File: config.mk
export PLATFORM = sky130hd
export DESIGN_NAME = gcs_sequencer
export DESIGN_NICKNAME = d
export VERILOG_FILES = /design/src/gcs_pkg.sv /design/src/gcs_mod_tick.sv /design/src/gcs_sequencer.sv
export SDC_FILE = /design/constraint.sdc
export NUM_CORES = 1
export LEC_CHECK = 0
export ABC_CLOCK_PERIOD_IN_PS = 10890
export BUFFER_PORTS_ARGS = -buffer_cell sky130_fd_sc_hd__buf_2
export CAP_MARGIN = 30
export CORE_ASPECT_RATIO = 0.8
export CORE_MARGIN = 10
export CORE_UTILIZATION = 60
export DETAILED_ROUTE_END_ITERATION = 8
export PLACE_DENSITY = 0.83
export SYNTH_ARGS = -nofsm -noshare
export SYNTH_HDL_FRONTEND = slang
export SYNTH_SLANG_ARGS = --single-unit
File: constraint.sdc
create_clock -name ref_clk -period 10.89 [get_ports ref_clk]
set_clock_uncertainty 0.05 [all_clocks]
set_input_delay 1.089 -clock ref_clk [delete_from_list [all_inputs] [get_ports ref_clk]]
set_output_delay 1.089 -clock ref_clk [all_outputs]
set_load 0.02 [all_outputs]
File: src/gcs_pkg.sv
// package: register map, field layout, timing tables and states of the chop sequencer
package gcs_pkg;

  // clock and modulator period
  localparam int unsigned REF_CLK_HZ    = 10_000_000;
  localparam int unsigned REF_PERIOD_NS = 1_000_000_000 / REF_CLK_HZ;
  localparam logic [3:0]  CLK_PER_MOD   = 4'hF;  // modulator period is 16 clocks, counted 0..15

  // register byte addresses
  localparam logic [7:0] ADDR_RATE_CFG = 8'h04;
  localparam logic [7:0] ADDR_CONTROL  = 8'h08;
  localparam logic [7:0] ADDR_STATUS   = 8'h0C;
  localparam logic [7:0] ADDR_RESULT   = 8'h10;
  localparam logic [7:0] ADDR_COUNT    = 8'h14;

  // data_rate_config fields
  localparam int unsigned RATE_LSB   = 0;
  localparam int unsigned FILTER_BIT = 4;   // 1: sinc3, 0: low latency
  localparam int unsigned MODE_BIT   = 5;   // 1: single shot, 0: continuous
  localparam int unsigned CHOP_BIT   = 7;
  localparam logic [7:0]  RATE_CFG_RST = 8'h04;

  // seq_control fields
  localparam int unsigned CTL_START_BIT = 0;
  localparam int unsigned CTL_DELAY_LSB = 8;
  localparam logic [7:0]  DELAY_RST     = 8'h0E;  // settle delay of 14 modulator periods

  // seq_status fields
  localparam int unsigned ST_BUSY_BIT   = 0;
  localparam int unsigned ST_READY_BIT  = 1;
  localparam int unsigned ST_REV_BIT    = 2;
  localparam int unsigned ST_LINE_BIT   = 3;
  localparam int unsigned ST_PAIR_BIT   = 4;

  // rate indices
  localparam logic [3:0] RATE_MAX_IDX  = 4'hD;   // 4000 SPS
  localparam logic [3:0] RATE_LINE_IDX = 4'h6;   // 60 SPS, highest rate with line rejection

  localparam logic [1:0] RESP_OKAY   = 2'h0;
  localparam logic [1:0] RESP_SLVERR = 2'h2;

  // one settled low-latency conversion, in modulator periods
  localparam logic [19:0] LL_ONE [14] = '{
    20'h19681, 20'h0CE81, 20'h06A81, 20'h03C41, 20'h03881, 20'h01428, 20'h010E9,
    20'h00A28, 20'h00528, 20'h002A8, 20'h00168, 20'h00128, 20'h000A8, 20'h00068};
  // one settled sinc3 conversion (three filter periods)
  localparam logic [19:0] S3_ONE [14] = '{
    20'h4B041, 20'h25841, 20'h12C41, 20'h0B441, 20'h09641, 20'h03C41, 20'h03239,
    20'h01E41, 20'h00F41, 20'h007C1, 20'h00401, 20'h00328, 20'h001A8, 20'h000E8};
  // nominal data period for unchopped continuous results
  localparam logic [19:0] NOM_PER [14] = '{
    20'h19000, 20'h0C800, 20'h06400, 20'h03C00, 20'h03200, 20'h01400, 20'h010A8,
    20'h00A00, 20'h00500, 20'h00280, 20'h00140, 20'h00100, 20'h00080, 20'h00040};

  typedef enum logic [1:0] {
    SEQ_IDLE  = 2'b00,
    SEQ_DELAY = 2'b01,
    SEQ_CONV  = 2'b10
  } gcs_state_type;

endpackage : gcs_pkg

File: src/gcs_mod_tick.sv
// modulator period divider: one tick every 16 reference clocks
`timescale 1ns/1ps
`default_nettype none
module gcs_mod_tick (
  // clock and reset
  input  wire logic ref_clk,
  input  wire logic srst,
  // tick out
  output var  logic mod_tick
);
  import gcs_pkg::*;

  logic [3:0] div_q;
  logic [3:0] div_d;

  always_comb begin
    div_d = (div_q == CLK_PER_MOD) ? 4'h0 : div_q + 4'h1;
  end

  always_ff @(posedge ref_clk) begin
    if (srst) begin
      div_q <= 4'h0;
    end else begin
      div_q <= div_d;
    end
  end

  assign mod_tick = (div_q == CLK_PER_MOD);
endmodule : gcs_mod_tick
`default_nettype wire

File: src/gcs_sequencer.sv
// chop conversion sequencer with AXI4-Lite register slave
`timescale 1ns/1ps
`default_nettype none
module gcs_sequencer #(
  parameter int unsigned CNT_SHIFT = 0
) (
  // clock and reset
  input  wire logic        ref_clk,
  input  wire logic        srst,
  // axi4-lite write address
  input  wire logic [7:0]  s_axi_awaddr,
  input  wire logic        s_axi_awvalid,
  output var  logic        s_axi_awready,
  // axi4-lite write data
  input  wire logic [31:0] s_axi_wdata,
  input  wire logic [3:0]  s_axi_wstrb,
  input  wire logic        s_axi_wvalid,
  output var  logic        s_axi_wready,
  // axi4-lite write response
  output var  logic [1:0]  s_axi_bresp,
  output var  logic        s_axi_bvalid,
  input  wire logic        s_axi_bready,
  // axi4-lite read address
  input  wire logic [7:0]  s_axi_araddr,
  input  wire logic        s_axi_arvalid,
  output var  logic        s_axi_arready,
  // axi4-lite read data
  output var  logic [31:0] s_axi_rdata,
  output var  logic [1:0]  s_axi_rresp,
  output var  logic        s_axi_rvalid,
  input  wire logic        s_axi_rready,
  // conversion triggers
  input  wire logic        start_sync_pin,
  input  wire logic        start_cmd,
  // filter side
  input  wire logic [23:0] filter_data,
  output var  logic        filter_restart,
  output var  logic        input_reversed,
  // results
  output var  logic [23:0] result_data,
  output var  logic        result_valid,
  output var  logic        conv_busy
);
  import gcs_pkg::*;

  // bus state
  logic        aw_have_q, aw_have_d;
  logic [7:0]  aw_addr_q, aw_addr_d;
  logic        w_have_q, w_have_d;
  logic [31:0] wdata_q, wdata_d;
  logic [3:0]  wstrb_q, wstrb_d;
  logic        bvalid_q, bvalid_d, rvalid_q, rvalid_d;
  logic [1:0]  bresp_q, bresp_d, rresp_q, rresp_d;
  logic [31:0] rdata_q, rdata_d;
  logic [7:0]  rate_cfg_q, rate_cfg_d, delay_q, delay_d;
  logic        start_wr, rd_result;
  logic [7:0]  aw_word, ar_word;

  // pin synchroniser
  logic        pin_s1_q, pin_s2_q, pin_s3_q;
  logic        pin_lvl_q, pin_lvl_d, pin_rise;

  // sequencer state
  gcs_state_type st_q, st_d;
  logic [19:0] cnt_q, cnt_d;
  logic        pol_q, pol_d;
  logic        have_prev_q, have_prev_d;
  logic [23:0] prev_q, prev_d;
  logic        first_q, first_d;
  logic [23:0] result_q, result_d;
  logic        res_q, res_d, restart_q, restart_d, ready_q, ready_d;
  logic        chop_seen_q, mod_tick;
  logic [15:0] count_q, count_d;

  // decoded configuration
  logic        chop_en, sinc3_sel, single_sel, line_ok, start_evt;
  logic [3:0]  rate_idx;
  logic [19:0] len_raw, len_shift, conv_len;
  logic [24:0] diff;

  gcs_mod_tick u_mod_tick (
    .ref_clk  (ref_clk),
    .srst     (srst),
    .mod_tick (mod_tick)
  );

  assign chop_en    = rate_cfg_q[CHOP_BIT];
  assign sinc3_sel  = rate_cfg_q[FILTER_BIT];
  assign single_sel = rate_cfg_q[MODE_BIT];
  assign rate_idx   = (rate_cfg_q[RATE_LSB +: 4] > RATE_MAX_IDX) ? RATE_MAX_IDX
                                                                 : rate_cfg_q[RATE_LSB +: 4];
  assign line_ok    = (rate_idx <= RATE_LINE_IDX);

  assign aw_word = {aw_addr_q[7:2], 2'b00};
  assign ar_word = {s_axi_araddr[7:2], 2'b00};

  assign s_axi_awready = !aw_have_q;
  assign s_axi_wready  = !w_have_q;
  assign s_axi_arready = !rvalid_q;
  assign s_axi_bvalid  = bvalid_q;
  assign s_axi_bresp   = bresp_q;
  assign s_axi_rvalid  = rvalid_q;
  assign s_axi_rresp   = rresp_q;
  assign s_axi_rdata   = rdata_q;

  // register bus
  always_comb begin
    aw_have_d  = aw_have_q;
    aw_addr_d  = aw_addr_q;
    w_have_d   = w_have_q;
    wdata_d    = wdata_q;
    wstrb_d    = wstrb_q;
    bvalid_d   = bvalid_q;
    bresp_d    = bresp_q;
    rvalid_d   = rvalid_q;
    rresp_d    = rresp_q;
    rdata_d    = rdata_q;
    rate_cfg_d = rate_cfg_q;
    delay_d    = delay_q;
    start_wr   = 1'b0;
    rd_result  = 1'b0;
    if (s_axi_awvalid && !aw_have_q) begin
      aw_have_d = 1'b1;
      aw_addr_d = s_axi_awaddr;
    end
    if (s_axi_wvalid && !w_have_q) begin
      w_have_d = 1'b1;
      wdata_d  = s_axi_wdata;
      wstrb_d  = s_axi_wstrb;
    end
    if (aw_have_q && w_have_q && !bvalid_q) begin
      aw_have_d = 1'b0;
      w_have_d  = 1'b0;
      bvalid_d  = 1'b1;
      bresp_d   = RESP_OKAY;
      case (aw_word)
        ADDR_RATE_CFG: begin
          if (wstrb_q[0]) begin
            rate_cfg_d = wdata_q[7:0];
          end
        end
        ADDR_CONTROL: begin
          if (wstrb_q[0]) begin
            start_wr = wdata_q[CTL_START_BIT];
          end
          if (wstrb_q[1]) begin
            delay_d = wdata_q[CTL_DELAY_LSB +: 8];
          end
        end
        ADDR_STATUS, ADDR_RESULT, ADDR_COUNT: bresp_d = RESP_OKAY;
        default: bresp_d = RESP_SLVERR;
      endcase
    end
    if (bvalid_q && s_axi_bready) begin
      bvalid_d = 1'b0;
    end
    if (rvalid_q && s_axi_rready) begin
      rvalid_d = 1'b0;
    end
    if (s_axi_arvalid && !rvalid_q) begin
      rvalid_d = 1'b1;
      rresp_d  = RESP_OKAY;
      rdata_d  = 32'h0000_0000;
      case (ar_word)
        ADDR_RATE_CFG: rdata_d = {24'h00_0000, rate_cfg_q};
        ADDR_CONTROL:  rdata_d = {16'h0000, delay_q, 8'h00};
        ADDR_STATUS: begin
          rdata_d[ST_BUSY_BIT]  = (st_q != SEQ_IDLE);
          rdata_d[ST_READY_BIT] = ready_q;
          rdata_d[ST_REV_BIT]   = pol_q;
          rdata_d[ST_LINE_BIT]  = line_ok;
          rdata_d[ST_PAIR_BIT]  = have_prev_q;
        end
        ADDR_RESULT: begin
          rdata_d   = {8'h00, result_q};
          rd_result = 1'b1;
        end
        ADDR_COUNT:    rdata_d = {16'h0000, count_q};
        default:       rresp_d = RESP_SLVERR;
      endcase
    end
  end

  // start pin: a change counts once the second and third stages agree
  always_comb begin
    pin_lvl_d = (pin_s2_q == pin_s3_q) ? pin_s3_q : pin_lvl_q;
    pin_rise  = (pin_s2_q == pin_s3_q) && pin_s3_q && !pin_lvl_q;
  end

  // conversion length in modulator periods; each chopped conversion is one fully
  // settled conversion, so a pair doubles it and later pipelined results take one
  always_comb begin
    if (chop_en || first_q) begin
      len_raw = sinc3_sel ? S3_ONE[rate_idx] : LL_ONE[rate_idx];
    end else begin
      len_raw = NOM_PER[rate_idx];
    end
    len_shift = len_raw >> CNT_SHIFT;
    conv_len  = (len_shift == 20'h00000) ? 20'h00001 : len_shift;
  end

  // sign-corrected difference; the reversed sample carries the input negated
  always_comb begin
    if (pol_q) begin
      diff = {prev_q[23], prev_q} - {filter_data[23], filter_data};
    end else begin
      diff = {filter_data[23], filter_data} - {prev_q[23], prev_q};
    end
  end

  assign start_evt = pin_rise || start_cmd || start_wr ||
                     ((st_q != SEQ_IDLE) && (chop_en != chop_seen_q));

  // sequencer
  always_comb begin
    st_d        = st_q;
    cnt_d       = cnt_q;
    pol_d       = pol_q;
    have_prev_d = have_prev_q;
    prev_d      = prev_q;
    first_d     = first_q;
    result_d    = result_q;
    res_d       = 1'b0;
    restart_d   = 1'b0;
    count_d     = count_q;
    if (mod_tick) begin
      cnt_d = cnt_q + 20'h00001;
    end
    case (st_q)
      SEQ_IDLE: cnt_d = 20'h00000;
      SEQ_DELAY: begin
        // chop runs this before every conversion, so the pair sees it twice
        if (cnt_q >= {12'h000, delay_q}) begin
          st_d      = SEQ_CONV;
          cnt_d     = 20'h00000;
          restart_d = 1'b1;
        end
      end
      SEQ_CONV: begin
        if (cnt_q >= conv_len) begin
          cnt_d       = 20'h00000;
          first_d     = 1'b0;
          prev_d      = filter_data;
          have_prev_d = chop_en;
          pol_d       = chop_en ? !pol_q : 1'b0;
          if (chop_en && have_prev_q) begin
            result_d = diff[24:1];
            res_d    = 1'b1;
          end else if (!chop_en) begin
            result_d = filter_data;
            res_d    = 1'b1;
          end
          if (single_sel && (!chop_en || have_prev_q)) begin
            st_d = SEQ_IDLE;
          end else if (chop_en) begin
            st_d = SEQ_DELAY;
          end else begin
            restart_d = 1'b1;
          end
          if (res_d) begin
            count_d = count_q + 16'h0001;
          end
        end
      end
      default: st_d = SEQ_IDLE;
    endcase
    if (start_evt) begin
      st_d        = SEQ_DELAY;
      cnt_d       = 20'h00000;
      pol_d       = 1'b0;
      have_prev_d = 1'b0;
      first_d     = 1'b1;
      res_d       = 1'b0;
      restart_d   = 1'b0;
      result_d    = result_q;
      count_d     = count_q;
    end
    // a new result wins over a clearing read in the same cycle
    ready_d = res_d || (ready_q && !rd_result);
  end

  always_ff @(posedge ref_clk) begin
    if (srst) begin
      aw_have_q   <= 1'b0;
      aw_addr_q   <= 8'h00;
      w_have_q    <= 1'b0;
      wdata_q     <= 32'h0000_0000;
      wstrb_q     <= 4'h0;
      bvalid_q    <= 1'b0;
      bresp_q     <= RESP_OKAY;
      rvalid_q    <= 1'b0;
      rresp_q     <= RESP_OKAY;
      rdata_q     <= 32'h0000_0000;
      rate_cfg_q  <= RATE_CFG_RST;
      delay_q     <= DELAY_RST;
      pin_s1_q    <= 1'b0;
      pin_s2_q    <= 1'b0;
      pin_s3_q    <= 1'b0;
      pin_lvl_q   <= 1'b0;
      st_q        <= SEQ_IDLE;
      cnt_q       <= 20'h00000;
      pol_q       <= 1'b0;
      have_prev_q <= 1'b0;
      prev_q      <= 24'h00_0000;
      first_q     <= 1'b1;
      result_q    <= 24'h00_0000;
      res_q       <= 1'b0;
      restart_q   <= 1'b0;
      ready_q     <= 1'b0;
      chop_seen_q <= 1'b0;
      count_q     <= 16'h0000;
    end else begin
      aw_have_q   <= aw_have_d;
      aw_addr_q   <= aw_addr_d;
      w_have_q    <= w_have_d;
      wdata_q     <= wdata_d;
      wstrb_q     <= wstrb_d;
      bvalid_q    <= bvalid_d;
      bresp_q     <= bresp_d;
      rvalid_q    <= rvalid_d;
      rresp_q     <= rresp_d;
      rdata_q     <= rdata_d;
      rate_cfg_q  <= rate_cfg_d;
      delay_q     <= delay_d;
      pin_s1_q    <= start_sync_pin;
      pin_s2_q    <= pin_s1_q;
      pin_s3_q    <= pin_s2_q;
      pin_lvl_q   <= pin_lvl_d;
      st_q        <= st_d;
      cnt_q       <= cnt_d;
      pol_q       <= pol_d;
      have_prev_q <= have_prev_d;
      prev_q      <= prev_d;
      first_q     <= first_d;
      result_q    <= result_d;
      res_q       <= res_d;
      restart_q   <= restart_d;
      ready_q     <= ready_d;
      chop_seen_q <= chop_en;
      count_q     <= count_d;
    end
  end

  assign filter_restart = restart_q;
  assign input_reversed = pol_q;
  assign result_data    = result_q;
  assign result_valid   = res_q;
  assign conv_busy      = (st_q != SEQ_IDLE);
endmodule : gcs_sequencer
`default_nettype wire

==> results.py <==
metrics = {
    "status": {
        "status": "finished clean",
    },
    "timing": {
        "drv_slew": 0,
        "timing.final.crit_period_ns": 5.58,
        "setup_viol": 0,
        "slew_headroom": 0.342,
        "final_hold_viol_count": 0,
        "min_period_over_period": 0.513,
        "tns_ns": 0,
        "rsz0062_at_grt": "no",
        "tightestPinTransition_ns": 0.985,
        "fmax_mhz": 179,
    },
    "global_routing": {
        "grt_max_degree": 80,
        "overflow": 0,
        "grt_use_total": 0.259,
        "antenna_found_initial": 2,
        "grt_first_pass_wirelength_microns": 51300,
        "grt_pass1_vias": 10000,
    },
    "clock_network": {
        "clockBufferDepth": 2,
        "cts_made_buffers": 17,
        "clock_latency_ns": 0.44,
        "cts_setup_buffers": 0,
        "cts.sinks": 171,
        "cts_tree": "built",
        "path_clk_slew_ns": 0.08,
        "cts_resized": 0,
        "cts-root-buf": "clkbuf_16",
        "htree_levels": 4,
        "postCtsHoldBufs": 0,
    },
    "route": {
        "via_per_inst": 6.10,
        "drt_iter0_drc": 1307,
        "wl_per_cell_microns": 18.2,
        "ant_nets": 0,
        "num_vias": 10600,
        "drc": 0,
        "finalWirelength_microns": 31600,
        "first_pass_iters": 7,
    },
    "synth": {
        "syn_area_sq_um": 10800,
        "syn_inst": 1437,
        "synth-edff-count": 0,
        "synth-seq-area-share": 0.317,
        "synthArstFlopShare": 0,
        "ys_seq_elements": 171,
        "yosysUniqueCellTypes": 70,
        "yosysWarnings": 0,
        "avgSynthCellArea_sq_um": 7.50,
        "synth-main-ff-cell": "dfxtp_1",
    },
    "setup_path": {
        "slowest_delay_ns": 0.96,
        "path_class": "reg -> reg",
        "end_kind": "flop",
        "cp-start-kind": "flop",
        "crit_path_max_fanout": 52,
        "critPathTopFamily": "compound AO/OA/AOI/OAI gates",
        "critPathBufInv": 1,
        "crit_chain": "a21boi_0, ha_1, nand2b_1, a21oi_1, nor2_1, nor2_1, ha_1, or4b_1, a221oi_2, a2111oi_2, o31ai_4, or2_1, buf_4, nor2_1, nand2_1, o221ai_1",
        "cp.arrival_ns": 5.82,
        "slowest_stage": "dfxtp_1",
        "path_common_cell": "nor2_1",
        "critPathRequiredTime_ns": 11.13,
    },
    "power": {
        "p_switching_uw": 405,
        "p_sw_frac": 0.284,
        "p_leak_nw": 5.14,
        "p_int_mw": 1.02,
        "power_frac_seq": 0.449,
        "powerDensity_nw_per_um2": 119,
        "ir_drop_uv": 106,
        "finalPower_mw": 1.43,
        "pwr-share-comb": 0.099,
        "clkPwrFrac": 0.452,
    },
    "final_layout": {
        "final_common_cell": "nor2_1",
        "finalNetCount": 1670,
        "synthToLayoutAreaGrowth_pct": 11.4,
        "fin_cells": 1739,
        "most-common-layout-cells": "nor2_1 (224), dfxtp_1 (171), a21oi_1 (163)",
        "drive_above_1_share": 0.116,
    },
    "place": {
        "place_inst": 1706,
        "hpwl_microns": 23200,
        "gp_congestion": 0.975,
        "port_buffers": 121,
    },
    "run": {
        "cap_violations": 0,
    },
    "floorplan": {
        "dieArea_sq_um": 23800,
        "die_y_microns": 140,
        "chipWidth_microns": 170,
        "rows": 43,
        "core-area_sq_um": 17500,
        "pin_count": 154,
        "initial_core_util": 0.617,
    },
    "worst_hold_path": {
        "worstHoldPathType": "reg -> reg",
    },
}
[flip-flops by register name (all words and copies together) (netlist names), 4 cells and up]
signal            flops
aw_addr_q             6
delay_q               8
s_axi_rdata          24
result_data          24
wdata_q              16
rate_cfg_q            8
prev_q               24
cnt_q                20
count_q              16
u_mod_tick.div_q      4
[path summary, 6_finish.rpt]
kind	from	endpoint	slack (ns)	depth (start not counted)
setup / recovery	rate_cfg_q[3]	result_data[16]	5.31	16
hold / removal	s_axi_rdata[18]	s_axi_rdata[18]	0.40	2
setup reg to reg	rate_cfg_q[3]	result_data[16]	5.31	16
hold reg to reg	s_axi_rdata[18]	s_axi_rdata[18]	0.40	2
[synthesized netlist by cell type (all sizes together) (5+ instances only)]
cell type | number | share of area
o21a | 8 | 0.0056
and3 | 19 | 0.011
a221oi | 7 | 0.0063
xor2 | 28 | 0.023
dfxtp | 171 | 0.32
a21o | 11 | 0.0077
o22ai | 6 | 0.0035
nand3 | 31 | 0.014
a21oi | 163 | 0.076
nor2 | 224 | 0.078
buf | 26 | 0.015
nand4 | 12 | 0.0070
a2111oi | 5 | 0.0046
xnor2 | 31 | 0.025
o211ai | 6 | 0.0042
nand2 | 151 | 0.053
a31oi | 18 | 0.010
nor4 | 14 | 0.0087
nand3b | 5 | 0.0035
a222oi | 15 | 0.014
clkbuf | 70 | 0.024
inv | 75 | 0.026
o21ai | 78 | 0.036
nand2b | 11 | 0.0064
and2 | 5 | 0.0029
a311oi | 5 | 0.0041
ha | 83 | 0.096
nor3 | 33 | 0.015
a211oi | 17 | 0.012
mux2i | 33 | 0.031
nor2b | 19 | 0.011
[through the flow]
stage	utilization	setup slack (ns)	hold slack, ns	area, sq um
after floorplan	-	6.59	0.364	10800
after global placement	0.649	5.52	0.370	11300
after detailed placement	0.651	5.44	0.391	11400
after CTS	0.687	5.43	0.401	12000
after global routing	0.687	4.95	0.418	12000
final	0.687	5.31	0.401	12000
[logic make-up (layout without fill, tap and decap cells)]
logic type,after synthesis,count (layout),share of synthesized area
AND/OR/NAND/NOR,542,542,0.224
AO/OA/AOI/OAI,372,372,0.212
buffers and inverters,172,239,0.0660
flip-flops,171,171,0.317
adder cells (fa/ha/maj),85,85,0.100
XOR/XNOR,59,59,0.0479
multiplexers,35,35,0.0327
other,1,11,0.000348
[layout make-up]
class / instances / area (sq um)
Multi-Input combinational cell: 1103 / 6690
Fill cell: 1492 / 5470
Sequential cell: 171 / 3420
Timing Repair Buffer: 131 / 696
Clock buffer: 17 / 425
Inverter: 76 / 285
Tap cell: 225 / 282
Clock inverter: 15 / 208
Antenna cell: 1 / 2.50
[tightest hold or removal path, stage by stage (launching register included)]
cell	delay [ns]
dfxtp_1	0.31
nand2_1	0.05
a21oi_1	0.05
[per-layer routing]
layer,track usage,wire length [microns],share of wire
met1,0.365,14400,0.46
met2,0.380,13200,0.42
met3,0.0747,3460,0.11
met4,0.0594,479,0.015
met5,0,13,0.00041
[power by group through the flow]
stage / clock network (mW) / logic (mW) / registers [mW]
2_1_floorplan: 0 / 0.0961 / 0.655
3_3_place_gp: 0 / 0.134 / 0.655
3_5_place_dp: 0 / 0.137 / 0.655
4_1_cts: 0.649 / 0.138 / 0.641
5_1_grt: 0.678 / 0.157 / 0.642
6_report: 0.644 / 0.141 / 0.641
(Power assumes the default switching activity.)
